### src/rtl/sys_pin_regs.svh
// Purpose: constants for the system pin control logic
// Assumes: 16-bit control words, 16-bit program address
// Notes: none
`ifndef SYS_PIN_REGS_SVH
`define SYS_PIN_REGS_SVH
`define CTRL_CLK_OUT_SELECT_BIT 14
`define CTRL_TWO_BOOT_ENABLE_BIT 3
`define PROG_COUNTER_RESET_VALUE 16'h0000
`define CTRL_RESET_VALUE 16'h0000
`define CTRL_TWO_RESET_VALUE 16'h0000
`define WD_RESET_PULSE_CYCLES 8'h04
`define GPIO_COUNT 40
`endif

### src/rtl/sys_pin_pkg.sv
// Purpose: types for the system pin control logic
// Assumes: nothing
// Notes: none
package sys_pin_pkg;
    typedef logic [15:0] word_t;
    typedef enum logic [1:0] {
        RUN_HELD = 2'b01,
        RUN_GO = 2'b10
    } run_state_t;
endpackage : sys_pin_pkg

### src/rtl/system_pin_control_logic.sv
// Purpose: reset, fault, interrupt, clock-out and boot-pin control
// Assumes: one 50 MHz clock; pins sampled through three flip-flops
// Notes: control words come in as ports; no software bus
//
// Behaviour
// - While the reset pin is low, execution halts, the program counter is zero and the state is RUN_HELD.
// - When the reset pin rises, fetch starts at program address zero.
// - A watchdog overflow makes a reset pulse that is driven onto the reset pin.
// - A falling edge on fault input A interrupts and floats all PWM pins of event manager A.
// - A falling edge on fault input B interrupts and floats all PWM pins of event manager B.
// - Both user interrupt inputs are edge detected with software-selected polarity.
// - The second user interrupt input can instead start a conversion, per irq_two_mode_start.
// - The clock output drives CPU clock or watchdog clock per select bit 14.
// - The boot-enable pin is sampled in reset into bit 3 of the second control word, then drives the flag.
// - Mask ROM variants have no boot mode and the pin is only the flag output.
// - After any reset every general-purpose pin is an input.
// - The oscillator output floats while the test output-disable is low.
// - Output-disable holds only with test reset low, emulator pin zero high, disable pin low.
`include "sys_pin_regs.svh"
`timescale 1ns/1ps
`default_nettype none
module system_pin_control_logic #(
    parameter bit HAS_FLASH = 1'b1
) (
    input wire logic clock,
    input wire logic resetn,
    input wire logic system_reset_pin_in,
    input wire logic boot_enable_pin_in,
    output logic system_reset_pin_out,
    output logic system_reset_pin_oe,
    input wire logic watchdog_overflow,
    input wire logic watchdog_tick_clock,
    input wire logic drive_fault_input_a,
    input wire logic drive_fault_input_b,
    input wire logic user_irq_one,
    input wire logic user_irq_two,
    input wire logic irq_one_rising,
    input wire logic irq_two_rising,
    input wire logic irq_two_mode_start,
    input wire logic fault_clear_a,
    input wire logic fault_clear_b,
    input wire logic irq_clear_one,
    input wire logic irq_clear_two,
    input wire sys_pin_pkg::word_t sys_ctrl_status_reg,
    input wire logic advance,
    input wire logic [15:0] branch_target,
    input wire logic branch,
    input wire logic ext_flag_value,
    input wire logic test_reset,
    input wire logic emulator_pin_zero,
    input wire logic test_output_disable,
    output logic cpu_running,
    output sys_pin_pkg::word_t program_counter,
    output sys_pin_pkg::word_t sys_ctrl_status_reg_two,
    output logic fault_irq_a,
    output logic fault_irq_b,
    output logic pwm_float_a,
    output logic pwm_float_b,
    output logic user_irq_one_flag,
    output logic user_irq_two_flag,
    output logic conversion_start_input,
    output logic clock_output_pin,
    output logic external_flag_output,
    output logic external_flag_oe,
    output logic oscillator_output_oe,
    output logic all_outputs_float,
    output logic [`GPIO_COUNT-1:0] gpio_dir_out
);
    import sys_pin_pkg::*;

    ////////////////////////////////////////////////////////////////////
    logic rst_meta_reg, rst_sync_reg;
    always_ff @(posedge clock or negedge resetn) begin
        if (!resetn) begin
            rst_meta_reg <= 1'b0;
            rst_sync_reg <= 1'b0;
        end else begin
            rst_meta_reg <= 1'b1;
            rst_sync_reg <= rst_meta_reg;
        end
    end
    wire rstn = rst_sync_reg;

    ////////////////////////////////////////////////////////////////////
    // Pin sampling: a level change counts once stages two and three agree
    // Bit 8 is the boot strap, shared with the flag driver; it is only
    // trusted while the flag driver is off, which is the whole reset time
    localparam int NPIN = 9;
    wire [NPIN-1:0] pin_raw = {
        boot_enable_pin_in, system_reset_pin_in,
        drive_fault_input_a, drive_fault_input_b,
        user_irq_one, user_irq_two,
        test_reset, emulator_pin_zero, test_output_disable
    };
    logic [NPIN-1:0] s1_reg, s2_reg, s3_reg, stable_reg;
    always_ff @(posedge clock or negedge rstn) begin
        if (!rstn) begin
            s1_reg <= '1;
            s2_reg <= '1;
            s3_reg <= '1;
            stable_reg <= '1;
        end else begin
            s1_reg <= pin_raw;
            s2_reg <= s1_reg;
            s3_reg <= s2_reg;
            stable_reg <= (s2_reg & s3_reg) | (stable_reg & (s2_reg | s3_reg));
        end
    end
    logic [NPIN-1:0] prev_reg;
    always_ff @(posedge clock or negedge rstn) begin
        if (!rstn) prev_reg <= '1;
        else prev_reg <= stable_reg;
    end
    wire [NPIN-1:0] fall = prev_reg & ~stable_reg;
    wire [NPIN-1:0] rise = ~prev_reg & stable_reg;
    wire boot_pin_level = stable_reg[8];
    wire rst_pin_level = stable_reg[7];
    wire trst_level = stable_reg[2];
    wire emu_zero_level = stable_reg[1];
    wire off_level = stable_reg[0];

    ////////////////////////////////////////////////////////////////////
    // Watchdog reset pulse, driven low onto the open-drain reset pin
    logic [7:0] wd_count_reg, wd_count_next;
    assign wd_count_next = watchdog_overflow ? `WD_RESET_PULSE_CYCLES :
        (wd_count_reg != 8'h00) ? wd_count_reg - 8'h01 : 8'h00;
    always_ff @(posedge clock or negedge rstn) begin
        if (!rstn) wd_count_reg <= 8'h00;
        else wd_count_reg <= wd_count_next;
    end
    wire wd_pulse = wd_count_reg != 8'h00;
    // Internal reset also follows our own pulse so it acts even if the pin is loaded
    wire in_reset = !rst_pin_level || wd_pulse;

    ////////////////////////////////////////////////////////////////////
    // Execution control
    run_state_t state_reg, state_next;
    word_t pc_next;
    always_comb begin
        state_next = state_reg;
        unique case (state_reg)
            RUN_HELD: if (!in_reset) state_next = RUN_GO;
            RUN_GO: if (in_reset) state_next = RUN_HELD;
        endcase
    end
    assign pc_next = (in_reset || state_reg == RUN_HELD) ? `PROG_COUNTER_RESET_VALUE :
        branch ? branch_target : advance ? program_counter + 16'h0001 : program_counter;

    // Boot strap is caught by a clocked process while reset holds;
    // the last sample before release is the one that stays
    wire boot_bit = HAS_FLASH ? boot_pin_level : 1'b0;
    word_t sys_ctrl_status_reg_two_next;
    always_comb begin
        sys_ctrl_status_reg_two_next = sys_ctrl_status_reg_two;
        if (in_reset) begin
            sys_ctrl_status_reg_two_next = `CTRL_TWO_RESET_VALUE;
            if (HAS_FLASH) sys_ctrl_status_reg_two_next[`CTRL_TWO_BOOT_ENABLE_BIT] = boot_bit;
        end
    end

    ////////////////////////////////////////////////////////////////////
    // Sticky event flags; a new edge wins over a clear in the same cycle
    wire pol1_rise = irq_one_rising;
    wire edge_one = pol1_rise ? rise[4] : fall[4];
    wire edge_two = irq_two_rising ? rise[3] : fall[3];
    wire off_active = !trst_level && emu_zero_level && !off_level;

    always_ff @(posedge clock or negedge rstn) begin
        if (!rstn) begin
            state_reg <= RUN_HELD;
            program_counter <= `PROG_COUNTER_RESET_VALUE;
            sys_ctrl_status_reg_two <= `CTRL_TWO_RESET_VALUE;
            cpu_running <= 1'b0;
            fault_irq_a <= 1'b0;
            fault_irq_b <= 1'b0;
            pwm_float_a <= 1'b0;
            pwm_float_b <= 1'b0;
            user_irq_one_flag <= 1'b0;
            user_irq_two_flag <= 1'b0;
            conversion_start_input <= 1'b0;
            system_reset_pin_out <= 1'b0;
            system_reset_pin_oe <= 1'b0;
            external_flag_output <= 1'b0;
            external_flag_oe <= 1'b0;
            oscillator_output_oe <= 1'b1;
            all_outputs_float <= 1'b0;
            gpio_dir_out <= '0;
        end else begin
            state_reg <= state_next;
            program_counter <= pc_next;
            sys_ctrl_status_reg_two <= sys_ctrl_status_reg_two_next;
            cpu_running <= (state_next == RUN_GO);
            fault_irq_a <= fall[6] | (fault_irq_a & ~fault_clear_a);
            fault_irq_b <= fall[5] | (fault_irq_b & ~fault_clear_b);
            pwm_float_a <= fall[6] | (pwm_float_a & ~fault_clear_a);
            pwm_float_b <= fall[5] | (pwm_float_b & ~fault_clear_b);
            user_irq_one_flag <= edge_one | (user_irq_one_flag & ~irq_clear_one);
            user_irq_two_flag <= (edge_two & ~irq_two_mode_start) |
                (user_irq_two_flag & ~irq_clear_two);
            conversion_start_input <= edge_two & irq_two_mode_start;
            system_reset_pin_out <= 1'b0;
            system_reset_pin_oe <= wd_pulse && !off_active;
            external_flag_output <= ext_flag_value;
            external_flag_oe <= !in_reset && !off_active;
            oscillator_output_oe <= off_level && !off_active;
            all_outputs_float <= off_active;
            gpio_dir_out <= in_reset ? '0 : gpio_dir_out;
        end
    end

    ////////////////////////////////////////////////////////////////////
    // Clock output: a glitch-free mux is out of scope; the select is
    // registered so it changes only on a CPU clock edge
    logic sel_reg;
    always_ff @(posedge clock or negedge rstn) begin
        if (!rstn) sel_reg <= 1'b0;
        else sel_reg <= sys_ctrl_status_reg[`CTRL_CLK_OUT_SELECT_BIT];
    end
    // Forwarded clock cannot come from a flop; the select itself does
    assign clock_output_pin = sel_reg ? watchdog_tick_clock : clock;
endmodule : system_pin_control_logic
`default_nettype wire

### config.mk
export PLATFORM = sky130hd
export DESIGN_NAME = system_pin_control_logic
export DESIGN_NICKNAME = d
export VERILOG_FILES = /design/src/rtl/sys_pin_pkg.sv /design/src/rtl/system_pin_control_logic.sv
export VERILOG_INCLUDE_DIRS = /design/src /design/src/rtl
export SDC_FILE = /design/constraint.sdc
export NUM_CORES = 1
export LEC_CHECK = 0
export BUFFER_PORTS_ARGS = -buffer_cell sky130_fd_sc_hd__buf_4
export CAP_MARGIN = 20
export CORE_ASPECT_RATIO = 1.75
export CORE_MARGIN = 2
export CORE_UTILIZATION = 37
export DETAILED_ROUTE_END_ITERATION = 10
export GPL_ROUTABILITY_DRIVEN = 1
export HOLD_SLACK_MARGIN = 0.08
export SLEW_MARGIN = 20
export SYNTH_ARGS = -nofsm -noshare
export SYNTH_HDL_FRONTEND = slang
export SYNTH_SLANG_ARGS = --single-unit
### constraint.sdc
create_clock -name clock -period 3.4 [get_ports clock]
set_input_delay 0.68 -clock clock [delete_from_list [all_inputs] [get_ports clock]]
set_output_delay 0.68 -clock clock [all_outputs]
set_load 0.1 [all_outputs]
# Word-level counts from Yosys, hierarchy flattened
# Index checks and enable logic that the tools add are counted.
[classes]
n_addsub = 2
n_mul = 0
div_mod_pow = 0
order_cmp = 0
n_eq_ne = 3
shifts = 0
n_mux = 11
n_bitwise = 27
reduce_logical = 14
[op_table]
columns = ["operator", "n"]
rows = [
  ["2-to-1 mux 16 bit", 3],
  ["AND 9 bit", 2],
  ["OR 9 bit", 2],
  ["adder 16 x 1 -> 16 bit, second input constant", 1],
  ["2-to-1 mux 8 bit", 2],
  ["AND 1 bit", 8],
  ["nonzero test 8 bit", 1],
  ["subtractor 8 x 1 -> 8 bit, second input constant", 1],
  ["AND 7 bit", 1],
  ["NOT 7 bit", 1],
  ["OR 1 bit", 6],
  ["AND 5 bit", 1],
  ["logical AND 1 bit", 5],
  ["zero test 1 bit", 5],
  ["NOT 1 bit", 5],
  ["NOT 5 bit", 1],
  ["equality test 2 bit, second input constant", 2],
  ["2-to-1 mux 2 bit", 2],
  ["one-hot mux 2 bit (2 select lines)", 1],
  ["2-to-1 mux 1 bit", 3],
  ["nonzero test 3 bit", 1],
  ["equality test 2 x 1 -> 1 bit, second input constant", 1],
  ["logical OR 1 bit", 2],
]
[totals]
reg_bits = 86
latch_bits = 0
mem_bits_rw = 0
romBits = 0
input_bits = 55
output_inout_bits = 87
word_cells = 82
mem_count = 0

# Logic depth before layout (Yosys ltp)
[logic_depth]
depth_word = 5
depth_mapped = 7
ltp_nobuf = 7

==> key figures <==
Floorplan
  • Initial cell density of the core: 0.3762
  • FP Rows: 48
  • Core region area: 9729 um^2
  • Die Height: 135.6 um
  • I/O pin count: between 100 and 150
  • Die X: 79.18 um
  • Die footprint: about 11000 um^2

Logic synthesis
  • Synth warnings: 0
  • EDFF count, synth: 0
  • Synth Area in XOR/XNOR: 0.04547
  • Largest cells by area after synthesis: dfstp_2 (30%), dfrtp_1 (28%), buf_4 (11%)
  • Simple logic cell fraction of the synthesized area: 0.1292
  • Post-synthesis cell count: 300
  • Synth Area in Compound Gates: 0.05812
  • Post-synthesis register bit count: 83
  • Synth unique cells: 43
  • Post-Synth Adder-Cell Area: 0.03487
  • Post-synth ARST share: 1.000
  • Main combinational cell family by area after synthesis: buffers and inverters
  • Multiplexer share of the synthesized area: 0.01402
  • Syn avg cell area: 12.20 um^2
  • Mapped Area: 3660 um^2
  • Share of the synthesized area in the top cell type: 0.3015
  • Count leader, synth: buf_4
  • Commonest cells post-synth: buf_4 (56), dfstp_2 (42), dfrtp_1 (41)
  • Leading area contributor after synthesis: dfstp_2
  • Most used DFF post-synth: dfstp_2
  • Sequential area share after synthesis: 0.5819

Route
  • Drt drc: 0
  • Final Routed Wirelength: 6475 um
  • DRT Pass-1 Iters: 4
  • Antenna viol nets, final: 0
  • WL/cell: 12.72 um
  • Vias: 2222
  • Via/cell ratio: 4.365
  • Drt first-iter violations: 105

Place
  • Port Buffers: 70
  • Post-DP HPWL: 4481 um
  • Area after DPL: 4105 um^2
  • RePlAce Congestion: between 0.7 and 0.8

Finish
  • FF/Latch Area: around 2100 um^2
  • Area grow syn2layout: 24.17%
  • Share of cells above drive strength 1: 0.3724
  • Area of the multi-input gates: 1245 um^2
  • Largest register FFs: 16
  • Core Util, Final: 0.4671
  • Layout net count: 437
  • Fillers: 890
  • Antenna cells: 0
  • Biggest register: program_counter
  • Fin area: 4544 um^2

Worst setup path
  • Worst Path Required: between 2000 and 3000 ps
  • Crit end category: output port
  • Critical Path Fanout Max: 2
  • Setup crit start kind: clock port
  • Critical path class: clk2out
  • Arrival time worst endpoint: 2430 ps

Global route
  • Vias in the first global route: 2148
  • Initial antenna violation count: 0
  • Largest net degree at the start of global routing: ~80
  • Global-route wire length before repair: 10260 um
  • GR Overflow Total: 0
  • GRT Total Usage: 0.1287

Worst hold path
  • Worst hold path type: reg2async

Power and ir drop
  • Int Power: 2161 uW
  • Sw frac: 0.3687
  • Logic gate share of total power: 0.262
  • Part of the power in registers: 0.362
  • Clk pwr share: 0.376
  • Total power: approximately 3400 uW
  • Leak pwr: 0.002275 uW
  • Net Switching: 1262 uW
  • Max IR drop VDD: 0.0004215 V
  • Pwr per Cell Area: 753.2 nW/um^2

STA
  • # setup viols final: 0
  • WHS: 281.0 ps
  • RSZ-0062 raised after global routing: no
  • Final hold violations: 0
  • Clk_skew: 4.975 ps
  • Max-slew violation count: 0
  • Setup_tns: 0 ps

Status
  • Status: finished clean

CTS
  • Clock latency on the worst-skew pair: roughly 440 ps
  • CTS tree: yes
  • Post-CTS setup buffers: 0
  • Reg clk slew, reported paths: approximately 60 ps

Job
  • Max-Cap Viols: 0
-- layout make-up --
cell class              count  share of cell area
inverters                  12            0.009912
repair buffers             71              0.1222
multi-input cells         198              0.2740
clock buffers              14             0.07076
flip-flops and latches     83              0.4694
well taps                 125             0.03442
clock inverters             6             0.01927
-- through the flow --
| step | worst slack, ps | cells |
|---|---|---|
| CTS | 286.1 | 508 |
| floorplan | 554.3 | 355 |
| global placement | 552.5 | 488 |
| detailed placement | 552.5 | 488 |
| global route | 287.2 | 509 |
| finish | 294.8 | 509 |
-- cell usage in the layout, fill, tap and decap left out, drive strengths merged, types with 2 or more instances in the layout --
cell / count
nor4: 6
nand4: 6
o211a: 10
dfstp: 42
mux2i: 4
nand2: 12
nand3: 5
nor3: 3
xor2: 10
nor2b: 3
dfrtp: 41
bufinv: 2
a21oi: 6
maj3: 9
ha: 3
inv: 13
buf: 71
xnor2: 9
conb: 57
nand2b: 13
clkbuf: 13
o21ai: 5
nor2: 21
a21o: 2
nor3b: 2
clkinv: 3
-- worst paths after layout --
check | depth (start not counted) | startpoint | endpoint | slack [ps]
max | 4 | clock | clock_output_pin | 290
max reg2reg | 5 | program_counter[0] | program_counter[12] | 1700
min in group clock | 1 | system_reset_pin_in | s1_reg[7] | 340
min reg2reg | 0 | rst_sync_reg | sel_reg | 280
max in group asynchronous | 1 | rst_sync_reg | s2_reg[5] | 2470
min | 0 | rst_sync_reg | sel_reg | 280
-- power by group through the flow --
stage               clock [uW]  sequential (uW)  combinational, uW
floorplan                 58.1             1500                547
global placement          67.4             1260                877
detailed placement        67.4             1270                887
CTS                       1330             1250                889
global route              1370             1260                947
finish                    1290             1240                897
-- worst max-delay path: stages --
cell       delay [ps]
clkbuf_16         120
clkbuf_16         120
mux2_2            250
buf_4             230
-- timing repair --
item                       4_1_cts  5_1_grt
hold endpoints to repair         2        0
hold buffers                     1        0
setup endpoints to repair        0        0
gates resized for setup          0        0
-- per-layer routing --
metal	routed length [um]	share of wire	GRT usage	vias to the layer above
li1	-	-	-	1039
met1	2495	0.39	0.1448	1064
met2	3383	0.52	0.2076	104
met3	424	0.065	0.04200	15
met4	172	0.027	0.08142	0
met5	0	0	0	-
-- cell families after synthesis --
kind of cell | Yosys count
compound gates | 27
flops | 83
simple gates | 78
buf+inv | 74
fa+ha+maj | 12
mux | 5
xor+xnor | 19
other cells | 2
No activity file was read; power rests on OpenSTA's default activity.
